==> src/core/mre_pkg.sv <==
package mre_pkg;

   // Clock and response time limit
   localparam int CLK_HZ      = 125_000_000;
   localparam int TIMEOUT_MS  = 500;
   localparam int TIMEOUT_CYC = TIMEOUT_MS * (CLK_HZ / 1000);
   localparam int TIMER_W     = 26;

   // Status word layout
   localparam int STAT_DONE_BIT = 0;
   localparam int STAT_ERR_BIT  = 1;
   localparam int STAT_CODE_LSB = 8;
   localparam logic [15:0] STAT_RESET = 16'h0000;

   // Error codes carried in the status word
   localparam logic [7:0] ERR_NONE    = 8'h00;
   localparam logic [7:0] ERR_FUNC    = 8'h01;
   localparam logic [7:0] ERR_ADDR    = 8'h02;
   localparam logic [7:0] ERR_DATA    = 8'h03;
   localparam logic [7:0] ERR_FAIL    = 8'h04;
   localparam logic [7:0] ERR_ACK     = 8'h05;
   localparam logic [7:0] ERR_BUSY    = 8'h06;
   localparam logic [7:0] ERR_TIMEOUT = 8'h07;
   localparam logic [7:0] ERR_COUNT   = 8'h08;
   localparam logic [7:0] ERR_PARAM   = 8'h09;
   localparam logic [7:0] ERR_STATION = 8'h0A;

   // Function codes
   localparam logic [7:0] FC_RD_COILS  = 8'h01;
   localparam logic [7:0] FC_RD_INPUTS = 8'h02;
   localparam logic [7:0] FC_RD_HOLD   = 8'h03;
   localparam logic [7:0] FC_RD_INREG  = 8'h04;
   localparam logic [7:0] FC_WR_COIL   = 8'h05;
   localparam logic [7:0] FC_WR_REG    = 8'h06;
   localparam logic [7:0] FC_WR_COILS  = 8'h0F;
   localparam logic [7:0] FC_WR_REGS   = 8'h10;
   localparam logic [7:0] EXC_FLAG     = 8'h80;

   // Frame and range figures
   localparam logic [7:0]  BCAST_STATION = 8'h00;
   localparam logic [3:0]  REQ_LAST_IDX  = 4'h5;
   localparam logic [2:0]  SREQ_LAST_IDX = 3'h5;
   localparam logic [16:0] MAX_BYTES     = 17'h00100;
   localparam int          SLAVE_BITS    = 64;
   localparam logic [16:0] SLAVE_LIMIT   = 17'h00040;
   localparam logic [1:0]  LEGACY_CHAN   = 2'h0;

   typedef enum logic [2:0] {
      ST_IDLE  = 3'b000,
      ST_SEND  = 3'b001,
      ST_WAIT  = 3'b011,
      ST_HOLD  = 3'b010,
      ST_SRESP = 3'b110
   } mre_state_type;

   function automatic logic mre_fc_valid(input logic [7:0] fc);
      case (fc)
         FC_RD_COILS, FC_RD_INPUTS, FC_RD_HOLD, FC_RD_INREG,
         FC_WR_COIL, FC_WR_REG, FC_WR_COILS, FC_WR_REGS: return 1'b1;
         default: return 1'b0;
      endcase
   endfunction

   // Data bytes implied by a function code and item count
   function automatic logic [16:0] mre_byte_count(input logic [7:0] fc,
                                                  input logic [15:0] n);
      case (fc)
         FC_RD_COILS, FC_RD_INPUTS, FC_WR_COILS:
            return ({1'b0, n} + 17'h00007) >> 3;
         FC_RD_HOLD, FC_RD_INREG, FC_WR_REGS: return {n, 1'b0};
         default: return 17'h00001;
      endcase
   endfunction

endpackage

==> src/core/mre_timer.sv <==
module mre_timer import mre_pkg::*; #(
   parameter int CYCLES = TIMEOUT_CYC
) (
   // Clock and reset
   input  wire logic clock,
   input  wire logic rst,
   // Control
   input  wire logic start,
   input  wire logic stop,
   // Expiry pulse
   output logic      expired
);

   logic [TIMER_W-1:0] count;
   logic               running;

   always_ff @(posedge clock) begin
      if (rst) begin
         running <= 1'b0;
         count   <= '0;
         expired <= 1'b0;
      end else begin
         expired <= 1'b0;
         if (start) begin
            running <= 1'b1;
            count   <= TIMER_W'(CYCLES - 1);
         end else if (stop) begin
            running <= 1'b0;
         end else if (running) begin
            if (count == '0) begin
               running <= 1'b0;
               expired <= 1'b1;
            end else begin
               count <= count - TIMER_W'(1);
            end
         end
      end
   end

endmodule

==> src/core/mre_bit_pack.sv <==
module mre_bit_pack import mre_pkg::*; (
   // Clock and reset
   input  wire logic       clock,
   input  wire logic       rst,
   // Byte stream
   input  wire logic       clear,
   input  wire logic       byte_valid,
   input  wire logic [7:0] byte_data,
   input  wire logic       flush,
   // Word buffer write port
   output logic            buf_we,
   output logic [7:0]      buf_addr,
   output logic [15:0]     buf_data
);

   logic [7:0] low;
   logic       half;
   logic [7:0] addr_n;

   // Earlier byte in the low half; odd tail padded with zero
   always_ff @(posedge clock) begin
      if (rst) begin
         low      <= 8'h00;
         half     <= 1'b0;
         addr_n   <= 8'h00;
         buf_we   <= 1'b0;
         buf_addr <= 8'h00;
         buf_data <= 16'h0000;
      end else begin
         buf_we <= 1'b0;
         if (byte_valid) begin
            if (!half) begin
               low  <= byte_data;
               half <= 1'b1;
            end else begin
               buf_data <= {byte_data, low};
               buf_addr <= addr_n;
               buf_we   <= 1'b1;
               addr_n   <= addr_n + 8'h01;
               half     <= 1'b0;
            end
         end else if (flush) begin
            if (half) begin
               buf_data <= {8'h00, low};
               buf_addr <= addr_n;
               buf_we   <= 1'b1;
               half     <= 1'b0;
            end
         end else if (clear) begin
            half   <= 1'b0;
            addr_n <= 8'h00;
         end
      end
   end

endmodule

==> src/core/mre_engine.sv <==
// Summary of operation
// Master sends request frame on execution rise
// Slave answers valid requests on its own
// Done flag high exactly one cycle
// Error flag one cycle, code in bits 15:8
// Code 01 for invalid function code
// Code 02 for range beyond slave area
// Code 03 for disallowed data value
// Code 04 when slave reports internal failure
// Code 05 recorded, wait without reissue
// Busy code 06: issuing logic retries
// Code 07 when no response in time
// Code 08 for zero or over 256 bytes
// Code 09 for inconsistent parameter settings
// Code 10 when target equals own station
// Legacy instruction always uses channel 0
// Descriptor holds user address minus one
// Bit reads packed LSB first, zero pad
// Function 01 reads coil status bits
// Done at bit 0, error bit 1
// Response timeout configurable, default 500 ms
// Station number 0 to 31, 0 broadcast
module mre_engine import mre_pkg::*; #(
   parameter int TIMEOUT_CYCLES = TIMEOUT_CYC
) (
   // Clock and reset
   input  wire logic                  clock,
   input  wire logic                  rst,
   // Configuration
   input  wire logic                  cfg_master,
   input  wire logic                  cfg_ascii_mode,
   input  wire logic                  cfg_data_bits8,
   input  wire logic [4:0]            own_station,
   input  wire logic                  legacy_instruction,
   input  wire logic [1:0]            channel_select,
   // Request descriptor
   input  wire logic                  exec_condition,
   input  wire logic [7:0]            req_station,
   input  wire logic [7:0]            req_function,
   input  wire logic [15:0]           req_address,
   input  wire logic [15:0]           req_count,
   // Status
   output logic [15:0]                transaction_status_word,
   output logic [1:0]                 active_channel,
   // Transmit byte stream
   output logic                       tx_valid,
   output logic [7:0]                 tx_data,
   output logic                       tx_last,
   input  wire logic                  tx_ready,
   // Receive byte stream
   input  wire logic                  rx_valid,
   input  wire logic [7:0]            rx_data,
   input  wire logic                  rx_last,
   // Receive buffer write port
   output logic                       buf_we,
   output logic [7:0]                 buf_addr,
   output logic [15:0]                buf_data,
   // Slave bit image
   input  wire logic [SLAVE_BITS-1:0] slave_bits
);

   mre_state_type state;
   logic          exec_d;
   logic          exec_rise;
   logic [7:0]    d_station;
   logic [7:0]    d_func;
   logic [15:0]   d_addr;
   logic [15:0]   d_count;
   logic [3:0]    idx;
   logic [8:0]    ridx;
   logic          resp_exc;
   logic [7:0]    resp_code;
   logic [7:0]    exc_now;
   logic [2:0]    sidx;
   logic [7:0]    s_station;
   logic [7:0]    s_func;
   logic [15:0]   s_addr;
   logic [15:0]   s_count;
   logic          s_pend;
   logic          s_exc;
   logic [7:0]    s_code;
   logic [3:0]    s_len;
   logic          flush_q;
   logic          cfg_bad;
   logic          stn_bad;
   logic          cnt_bad;
   logic [7:0]    check_code;
   logic [7:0]    next_s_code;
   logic [7:0]    next_tx_byte;
   logic [3:0]    s_nbytes;
   logic          tmr_start;
   logic          tmr_stop;
   logic          tmr_exp;
   logic          pk_valid;
   logic          resp_end;

   function automatic logic [7:0] slave_data(input logic [SLAVE_BITS-1:0] bits,
                                             input logic [15:0] first,
                                             input logic [15:0] n,
                                             input logic [3:0] k);
      logic [7:0] b;
      int         pos;
      b = 8'h00;
      for (int i = 0; i < 8; i++) begin
         pos = 8 * int'(k) + i;
         if (pos < int'(n) && (pos + int'(first)) < SLAVE_BITS)
            b[i] = bits[pos + int'(first)];
      end
      return b;
   endfunction

   assign exec_rise = exec_condition && !exec_d;
   assign resp_end  = state == ST_WAIT && rx_valid && rx_last;
   // Code byte can be the last one: use it as it arrives
   assign exc_now   = ridx == 9'h002 ? rx_data : resp_code;

   // parameter check
   assign cfg_bad = (cfg_ascii_mode == cfg_data_bits8) || !cfg_master;
   // station check
   assign stn_bad = req_station == {3'h0, own_station};
   // count check
   assign cnt_bad = req_function != FC_WR_COIL && req_function != FC_WR_REG
                    && (req_count == 16'h0000
                    || mre_byte_count(req_function, req_count) > MAX_BYTES);

   always_comb begin
      if (cfg_bad)
         check_code = ERR_PARAM;
      else if (stn_bad)
         check_code = ERR_STATION;
      // invalid function
      else if (!mre_fc_valid(req_function))
         check_code = ERR_FUNC;
      else if (cnt_bad)
         check_code = ERR_COUNT;
      else
         check_code = ERR_NONE;
   end

   // LSB first, unused bits zero
   assign s_nbytes = 4'(({1'b0, s_count} + 17'h00007) >> 3);

   always_comb begin
      next_s_code = ERR_NONE;
      if (s_func != FC_RD_COILS && s_func != FC_RD_INPUTS)
         next_s_code = ERR_FUNC;
      else if (s_count == 16'h0000 || {1'b0, s_count} > SLAVE_LIMIT)
         next_s_code = ERR_DATA;
      else if ({1'b0, s_addr} + {1'b0, s_count} > SLAVE_LIMIT)
         next_s_code = ERR_ADDR;
   end

   always_comb begin
      next_tx_byte = 8'h00;
      if (state == ST_SEND) begin
         case (idx)
            4'h0: next_tx_byte = d_func;
            4'h1: next_tx_byte = d_addr[15:8];
            4'h2: next_tx_byte = d_addr[7:0];
            4'h3: next_tx_byte = d_count[15:8];
            default: next_tx_byte = d_count[7:0];
         endcase
      end else begin
         case (idx)
            4'h0: next_tx_byte = s_exc ? (s_func | EXC_FLAG) : s_func;
            4'h1: next_tx_byte = s_exc ? s_code : {4'h0, s_nbytes};
            default: next_tx_byte = slave_data(slave_bits, s_addr, s_count,
                                               4'(idx - 4'h2));
         endcase
      end
   end

   // response timer, also spaces the acknowledge wait
   assign tmr_start = (state == ST_SEND && tx_ready && idx == REQ_LAST_IDX
                       && d_station != BCAST_STATION)
                      || (resp_end && resp_exc && exc_now == ERR_ACK);
   assign tmr_stop  = resp_end;
   assign pk_valid  = state == ST_WAIT && rx_valid && ridx >= 9'h003
                      && !resp_exc;

   always_ff @(posedge clock) begin
      if (rst)
         exec_d <= 1'b0;
      else
         exec_d <= exec_condition;
   end

   // legacy form pinned to channel 0
   always_ff @(posedge clock) begin
      if (rst)
         active_channel <= LEGACY_CHAN;
      else
         active_channel <= legacy_instruction ? LEGACY_CHAN : channel_select;
   end

   always_ff @(posedge clock) begin
      if (rst)
         flush_q <= 1'b0;
      else
         flush_q <= resp_end;
   end

   // Slave request capture runs only while idle as slave
   always_ff @(posedge clock) begin
      if (rst) begin
         sidx      <= 3'h0;
         s_station <= 8'h00;
         s_func    <= 8'h00;
         s_addr    <= 16'h0000;
         s_count   <= 16'h0000;
         s_pend    <= 1'b0;
      end else begin
         s_pend <= 1'b0;
         if (state == ST_IDLE && !cfg_master && rx_valid) begin
            sidx <= rx_last ? 3'h0 : sidx + 3'h1;
            case (sidx)
               3'h0: s_station <= rx_data;
               3'h1: s_func <= rx_data;
               3'h2: s_addr[15:8] <= rx_data;
               3'h3: s_addr[7:0] <= rx_data;
               3'h4: s_count[15:8] <= rx_data;
               default: s_count[7:0] <= rx_data;
            endcase
            // broadcast is never answered
            if (rx_last && sidx == SREQ_LAST_IDX
                && s_station == {3'h0, own_station}
                && s_station != BCAST_STATION)
               s_pend <= 1'b1;
         end
      end
   end

   always_ff @(posedge clock) begin
      if (rst) begin
         state     <= ST_IDLE;
         transaction_status_word <= STAT_RESET;
         tx_valid  <= 1'b0;
         tx_data   <= 8'h00;
         tx_last   <= 1'b0;
         idx       <= 4'h0;
         ridx      <= 9'h000;
         resp_exc  <= 1'b0;
         resp_code <= ERR_NONE;
         d_station <= 8'h00;
         d_func    <= 8'h00;
         d_addr    <= 16'h0000;
         d_count   <= 16'h0000;
         s_exc     <= 1'b0;
         s_code    <= ERR_NONE;
         s_len     <= 4'h0;
      end else begin
         // done bit 0, error bit 1
         // done lasts one cycle
         transaction_status_word[STAT_DONE_BIT] <= 1'b0;
         // error lasts one cycle
         transaction_status_word[STAT_ERR_BIT] <= 1'b0;
         case (state)
            ST_IDLE: begin
               ridx     <= 9'h000;
               resp_exc <= 1'b0;
               if (s_pend) begin
                  // automatic slave answer
                  s_exc    <= next_s_code != ERR_NONE;
                  s_code   <= next_s_code;
                  s_len    <= next_s_code != ERR_NONE ? 4'h2
                              : 4'(s_nbytes + 4'h2);
                  idx      <= 4'h0;
                  tx_valid <= 1'b1;
                  tx_data  <= {3'h0, own_station};
                  tx_last  <= 1'b0;
                  state    <= ST_SRESP;
               end else if (exec_rise && (cfg_master || cfg_bad)) begin
                  if (check_code != ERR_NONE) begin
                     // code into the upper byte
                     transaction_status_word[STAT_ERR_BIT] <= 1'b1;
                     transaction_status_word[15:STAT_CODE_LSB] <= check_code;
                  end else begin
                     // start of request frame
                     d_station <= req_station;
                     d_func    <= req_function;
                     d_addr    <= req_address;
                     d_count   <= req_count;
                     idx       <= 4'h0;
                     tx_valid  <= 1'b1;
                     tx_data   <= req_station;
                     tx_last   <= 1'b0;
                     state     <= ST_SEND;
                  end
               end
            end
            ST_SEND, ST_SRESP: begin
               if (tx_ready) begin
                  if (tx_last) begin
                     tx_valid <= 1'b0;
                     tx_last  <= 1'b0;
                     if (state == ST_SRESP)
                        state <= ST_IDLE;
                     else if (d_station == BCAST_STATION) begin
                        transaction_status_word[STAT_DONE_BIT] <= 1'b1;
                        state <= ST_IDLE;
                     end else
                        state <= ST_WAIT;
                  end else begin
                     idx     <= idx + 4'h1;
                     tx_data <= next_tx_byte;
                     tx_last <= state == ST_SEND ? idx == REQ_LAST_IDX - 4'h1
                                                 : idx + 4'h1 == s_len;
                  end
               end
            end
            ST_WAIT: begin
               if (rx_valid) begin
                  ridx <= ridx + 9'h001;
                  if (ridx == 9'h001)
                     resp_exc <= rx_data[7];
                  if (ridx == 9'h002 && resp_exc)
                     resp_code <= rx_data;
               end
               if (resp_end) begin
                  if (resp_exc) begin
                     // R7: R8: slave code reported as given
                     transaction_status_word[STAT_ERR_BIT] <= 1'b1;
                     transaction_status_word[15:STAT_CODE_LSB] <= exc_now;
                     // acknowledge waits, no reissue
                     state <= exc_now == ERR_ACK ? ST_HOLD : ST_IDLE;
                  end else begin
                     transaction_status_word[STAT_DONE_BIT] <= 1'b1;
                     state <= ST_IDLE;
                  end
               end else if (tmr_exp) begin
                  // no answer in time
                  transaction_status_word[STAT_ERR_BIT] <= 1'b1;
                  transaction_status_word[15:STAT_CODE_LSB] <= ERR_TIMEOUT;
                  state <= ST_IDLE;
               end
            end
            ST_HOLD: begin
               if (tmr_exp)
                  state <= ST_IDLE;
            end
            default: state <= ST_IDLE;
         endcase
      end
   end

   mre_timer #(.CYCLES(TIMEOUT_CYCLES)) u_timer (
      .clock   (clock),
      .rst     (rst),
      .start   (tmr_start),
      .stop    (tmr_stop),
      .expired (tmr_exp)
   );

   // coil bytes packed two to a word
   mre_bit_pack u_pack (
      .clock      (clock),
      .rst        (rst),
      .clear      (state == ST_IDLE),
      .byte_valid (pk_valid),
      .byte_data  (rx_data),
      .flush      (flush_q),
      .buf_we     (buf_we),
      .buf_addr   (buf_addr),
      .buf_data   (buf_data)
   );
endmodule

==> config.mk <==
export PLATFORM = sky130hd
export DESIGN_NAME = mre_engine
export DESIGN_NICKNAME = d
export VERILOG_FILES = /design/src/core/mre_pkg.sv /design/src/core/mre_timer.sv /design/src/core/mre_bit_pack.sv /design/src/core/mre_engine.sv
export SDC_FILE = /design/constraint.sdc
export NUM_CORES = 1
export LEC_CHECK = 0
export BUFFER_PORTS_ARGS = -buffer_cell sky130_fd_sc_hd__buf_2
export CAP_MARGIN = 20
export CORE_MARGIN = 8
export CORE_UTILIZATION = 39
export DETAILED_ROUTE_END_ITERATION = 16
export PLACE_DENSITY = 0.55
export SYNTH_ARGS = -nofsm -noshare
export SYNTH_HDL_FRONTEND = slang
export SYNTH_SLANG_ARGS = --single-unit
==> constraint.sdc <==
create_clock -name clock -period 3.9 [get_ports clock]
set_input_delay 0.78 -clock clock [delete_from_list [all_inputs] [get_ports clock]]
set_output_delay 0.78 -clock clock [all_outputs]
set_load 0.01 [all_outputs]
### Word-level counts from Yosys, hierarchy flattened

Memories as Yosys holds them, arrays and structs flattened.
Cells that the tools add are included.

| cells by class | value |
|---|---|
| add/sub/neg operators | 25 |
| $lt $le $gt $ge | 28 |
| equality and inequality tests | 47 |
| mux-type cells | 142 |
| bitwise gates (word level) | 8 |
| reduce and logical (&&, ||, !) cells | 83 |

Operator list:

| cell | number |
|---|---|
| $lt A32 B8 Y1 const B | 8 |
| $mux W8 | 22 |
| $lt A17 B7 Y1 const B | 8 |
| $add A8 B16 Y17 | 7 |
| $lt A8 B16 Y1 | 7 |
| $mux W26 | 4 |
| $mux W1 | 65 |
| $mux W16 | 4 |
| $bmux W1 S6 | 8 |
| $pmux W8 S2 | 3 |
| $mux W4 | 10 |
| $pmux W17 S2 | 1 |
| $add A7 B3 Y8 const B | 4 |
| $logic_not A16 Y1 | 2 |
| $pmux W8 S4 | 1 |
| $reduce_bool A8 Y1 | 4 |
| $logic_and A1 B1 Y1 | 28 |
| $logic_not A26 Y1 | 1 |
| $sub A26 B1 Y26 const B | 1 |
| $mux W3 | 8 |
| $reduce_and A2 Y1 | 10 |
| $ne A2 B2 Y1 const B | 9 |
| $pmux W9 S2 | 1 |
| $add A16 B16 Y17 | 1 |
| 59 further kinds | 116 |

| storage, ports and cells | value |
|---|---|
| register bits | 232 |
| memory bits (read-only) | 32 |
| input bits | 137 |
| output and inout port bits | 53 |
| word-level logic and storage cells | 372 |
| memories kept | 1 |

Memories:

| memory | depth | width | read ports | clocked after Yosys merged registers in | write ports | line | source |
|---|---|---|---|---|---|---|---|
| (no name shown) | 32 | 1 | 1 | 0 | 0 | mre_pkg.sv:57 | `case (fc)` |

### Depth between registers and ports, before layout

| depth | value |
|---|---|
| word-level depth | 15 |
| gate-level depth with buffers | 15 |
| gate-level depth less buffers | 12 |

### Cells and area by module

From an unflattened synthesis, not the netlist that was laid out.

| unflattened totals | value |
|---|---|
| cell total of the unflattened synthesis | 1936 |
| area total of the unflattened synthesis | 16671.0 um^2 |

By module, submodules not included:

| module | times used | cells an instance | area each (um^2) | sequential area each (um^2) |
|---|---|---|---|---|
| mre_engine | 1 | 1621 | 13610.6 | 3123.0 |
| mre_bit_pack | 1 | 150 | 1535.2 | 840.8 |
| mre_timer | 1 | 165 | 1525.2 | 560.5 |

### Worst setup path after synthesis

Ideal clock, no wire load.

| path | value |
|---|---|
| path type | reg-to-reg |
| from | register s_addr[0] |
| to | register tx_data[5] |
| setup time | 78 ps |
| arrival time | 3476 ps |
| required time | 3822 ps |
| path slack | 346 ps |
| stages on the path, launching flop included | 15 |
| path buffers | 5 |
| period minus slack after synthesis | 3554 ps |
| path through | dfxtp_1 -> buf_2 -> buf_4 -> buf_2 -> buf_2 -> inv_2 -> ha_1 -> clkbuf_1 -> mux4_2 -> mux2_2 -> a21oi_1 -> mux4_2 -> o41ai_1 -> nor3_1 -> nor3_1 |

| between the ends | value |
|---|---|
| cells in the longest elaborated chain, start to end | 10 |
| elaborated cells on any way between the ends | 12 |
| those cells by class | add/sub (1); order compare (1); mux (9); reduce/logical (1) |

RTL lines:

| what | line | source |
|---|---|---|
| from (decl) | mre_engine.sv:77 | `logic [15:0] s_addr;` |
| from (signal assigned) | mre_engine.sv:220 | `3'h3: s_addr[7:0] <= rx_data;` |
| $add A8 B16 Y17 * | mre_engine.sv:106, mre_engine.sv:107 |  |
| parallel branches: the longest is 3 deep, another holds $lt A32 B8 Y1 | - |  |
| $mux W1 * | mre_engine.sv:106 | `if (pos < int'(n) && (pos + int'(first)) < SLAVE_BITS)` |
| $pmux W8 S2 * | mre_engine.sv:164 | `case (idx)` |
| $mux W8 * | mre_engine.sv:155 | `if (state == ST_SEND) begin` |
| $mux W8 * | mre_engine.sv:293 | `if (tx_last) begin` |
| $mux W8 * | mre_engine.sv:292 | `if (tx_ready) begin` |
| $pmux W8 S2 * | mre_engine.sv:257 | `case (state)` |
| to (signal assigned) | mre_engine.sv:269 | `tx_data <= {3'h0, own_station};` |
| to (signal assigned) | mre_engine.sv:285 | `tx_data <= req_station;` |
| to (signal assigned) | mre_engine.sv:305 | `tx_data <= next_tx_byte;` |
| to (decl) | mre_engine.sv:47 | `output logic [7:0] tx_data,` |

Mark *: on every way between the ends. The select of a mux whose other input is x is not followed.
A chain may end at the register's enable or synchronous reset.

### Worst setup path after layout

| path | value |
|---|---|
| from | register idx[1] |
| to | register tx_data[6] |

| between the ends | value |
|---|---|
| cells in the longest elaborated chain, start to end | 12 |
| elaborated cells on any way between the ends | 20 |
| those cells by class | add/sub (3); order compare (2); eq/ne (3); mux (10); reduce/logical (2) |

RTL lines:

| what | line | source |
|---|---|---|
| from (decl) | mre_engine.sv:69 | `logic [3:0] idx;` |
| from (signal assigned) | mre_engine.sv:304 | `idx <= idx + 4'h1;` |
| parallel branches: the longest is 8 deep, another holds $lt A32 B8 Y1 | - |  |
| $mux W8 * | mre_engine.sv:155 |  |
| $mux W8 * | mre_engine.sv:293 |  |
| $mux W8 * | mre_engine.sv:292 |  |
| $pmux W8 S2 * | mre_engine.sv:257 |  |

Marks and branches as above.

==> reports/metrics.cfg <==
[status]
status=completed

[logic_synthesis]
yosys_warnings=0
synth_cell_types=88
synth_seq_cells=226
async_reset_ff_share_pct=0
synth_edf_count=0
synthFlopType=dfxtp_1
syn_avg_cell_area_um2=8.80
syn_inst=1846
syn-cell-area_mm2=0.0163
seq_area_frac_synth_pct=27.8

[critical_path]
crit_arrival_ps=4090
crit_path_start=idx[1]$_SDFFE_PP0P_
worstSetupPathType=register to register
cp-start-kind=register
cp.required_ps=4350
crit_path_max_fanout=13
crit_path_end_kind=register
reg2reg_from=idx[1]$_SDFFE_PP0P_

[global_routing]
grt_overflow=0
antenna_found_initial=0
grt_pass1_vias=14824
grt_max_degree=206
grt_pass1_wl_mm=88.1
grt_usage_pct=23.2

[clock_tree]
clkTransAtPathRegs_ps=60
postCtsHoldBufs=0
htreeDepth=1
numCtsBuffers=26
clk_latency_ps=560
cts_max_path_buffers=3
cts.sinks=226
cts_tree=yes
cts_root_buf=clkbuf_16

[min_path]
worstHoldPathType=input pin to register
hold_start=legacy_instruction

[floorplan]
fp.dieH_um=220
fp.dieArea_mm2=0.0485
floorplan.rows=74
start_util_pct=39.6
dieWidth_um=220
coreArea_mm2=0.0410
pin_count=190

[pwr]
power_leakage_nw=7.65
vdd_drop_max_uv=343
power.density_mw_per_mm2=340

[sta]
slew_headroom_pct=27.0
setup_violations=0
drv_slew=0
fmax_mhz=275
hold_viol_final=0
fin_crit_ps=3640
tightest_slew_ps=1090
fin_skew_ps=27.1
post-route-period-util_pct=93.4
rsz0062_at_grt=no
fin_ws_ps=258
whs_ps=423
setup_tns_ps=0

[route]
ant_nets=0
routed_wl_mm=57.5
drc=0
via_per_inst=6.01
wl_per_cell_um=22.5
vias=15356
drt_first_pass_iters=5
first_iter_violations=1398

[place]
gp_congestion=0.980
place_ws_ps=227
dp.cells=2511
port_buffers=183
dp_hpwl_mm=43.8

[layout]
layout_common_cells=dfxtp_1 (224), buf_2 (182), nor2_1 (170)
area_growth_pct=15.3
post-route-util_pct=45.7
drive_gt1_share_pct=21.4
final-instance-count-excl-fill=2555
antenna_cells=0
nets=2198
layout_commonest_cell=dfxtp_1

[run]
maxCapViolCount=0

cells by family after synthesis:
| family | after synthesis | synth area share [%] |
|---|---|---|
| simple gates | 645 | 19.3 |
| mux | 238 | 22.0 |
| flops | 226 | 27.8 |
| other cells | 1 | 0.0231 |
| compound gates | 404 | 16.0 |
| fa+ha+maj | 54 | 4.30 |
| buf+inv | 167 | 4.52 |
| xor+xnor | 111 | 6.03 |
worst max-delay path, cell delays in order, from the launching register on:
cell and delay [ps]:
dfxtp_1 410, inv_1 80, ha_1 210, xor2_1 180
ha_2 490, a21oi_1 170, or3_1 480, o21ai_1 150
mux2_2 350, a2111oi_1 370, nand4_1 180, a211o_1 320
a21oi_1 160
through the flow:
stage | power (mW) | instance area, um^2
3_5_place_dp | 3.86 | 17900
5_1_grt | 6.63 | 18700
2_1_floorplan | 3.27 | 16300
4_1_cts | 6.40 | 18700
6_report | 6.37 | 18700
3_3_place_gp | 3.85 | 17900
path summary, 6_finish.rpt:
kind | end | slack [ps] | depth (start not counted)
setup / recovery | tx_data[6]$_SDFFE_PP0P_ | 260 | 12
hold / removal | active_channel[0]$_SDFF_PP0_ | 420 | 2
setup reg to reg | tx_data[6]$_SDFFE_PP0P_ | 260 | 12
hold reg to reg | u_pack.buf_addr[4]$_SDFFE_PP0P_ | 450 | 2
metal layers:
layer	vias up	track usage [%]	wire length, um
met5	-	0	0
met4	0	6.56	1450
li1	7190	-	-
met3	100	4.26	4160
met2	565	38.9	27600
met1	7501	30.2	24300
final cells by class:
type / instances / area (um^2)
inverter: 44 / 165
multi-input combinational: 1458 / 11000
timing repair buffer: 251 / 1470
tap: 532 / 666
sequential: 226 / 4530
fill: 4089 / 22300
clock buffer: 38 / 756
clock inverter: 6 / 120
cells in the mapped netlist, types with 20 or more instances:
cell type	n	area share, %
a21oi_1	160	4.9
nand4_1	40	1.5
dfxtp_1	226	28
nor4_1	22	0.85
nand3_1	69	2.1
inv_1	42	0.97
nor2_1	170	3.9
buf_2	20	0.62
mux4_2	94	13
nand2_1	167	3.9
xnor2_1	49	2.6
ha_1	51	3.9
and3_1	20	0.77
o21ai_0	65	2.0
clkbuf_1	77	1.8
nor3_1	55	1.7
mux2i_1	127	7.8
xor2_1	61	3.3
sequential cells by signal, summed over array words and instances, names as in the netlist, 2 cells and up:
signal,count
idx,4
u_pack.buf_data,16
d_station,8
s_station,8
s_addr,16
tx_data,8
state,3
d_func,8
transaction_status_word,10
s_count,16
d_count,16
d_addr,16
resp_code,8
u_timer.count,26
s_func,8
u_pack.addr_n,8
active_channel,2
s_code,2
s_len,4
sidx,3
u_pack.buf_addr,8
ridx,9
u_pack.low,8
repair_timing:
action | in CTS | in global routing
setup buffers | 0 | 0
endpoints found under the hold margin | 0 | 0
endpoints found under the setup margin | 0 | 1
resized for setup | 0 | 2
report_power, final:
part           switching (mW)  internal [mW]
logic                   0.891          0.497
clock network           0.993           1.53
registers              0.0797           2.38
(Power assumes the default switching activity.)
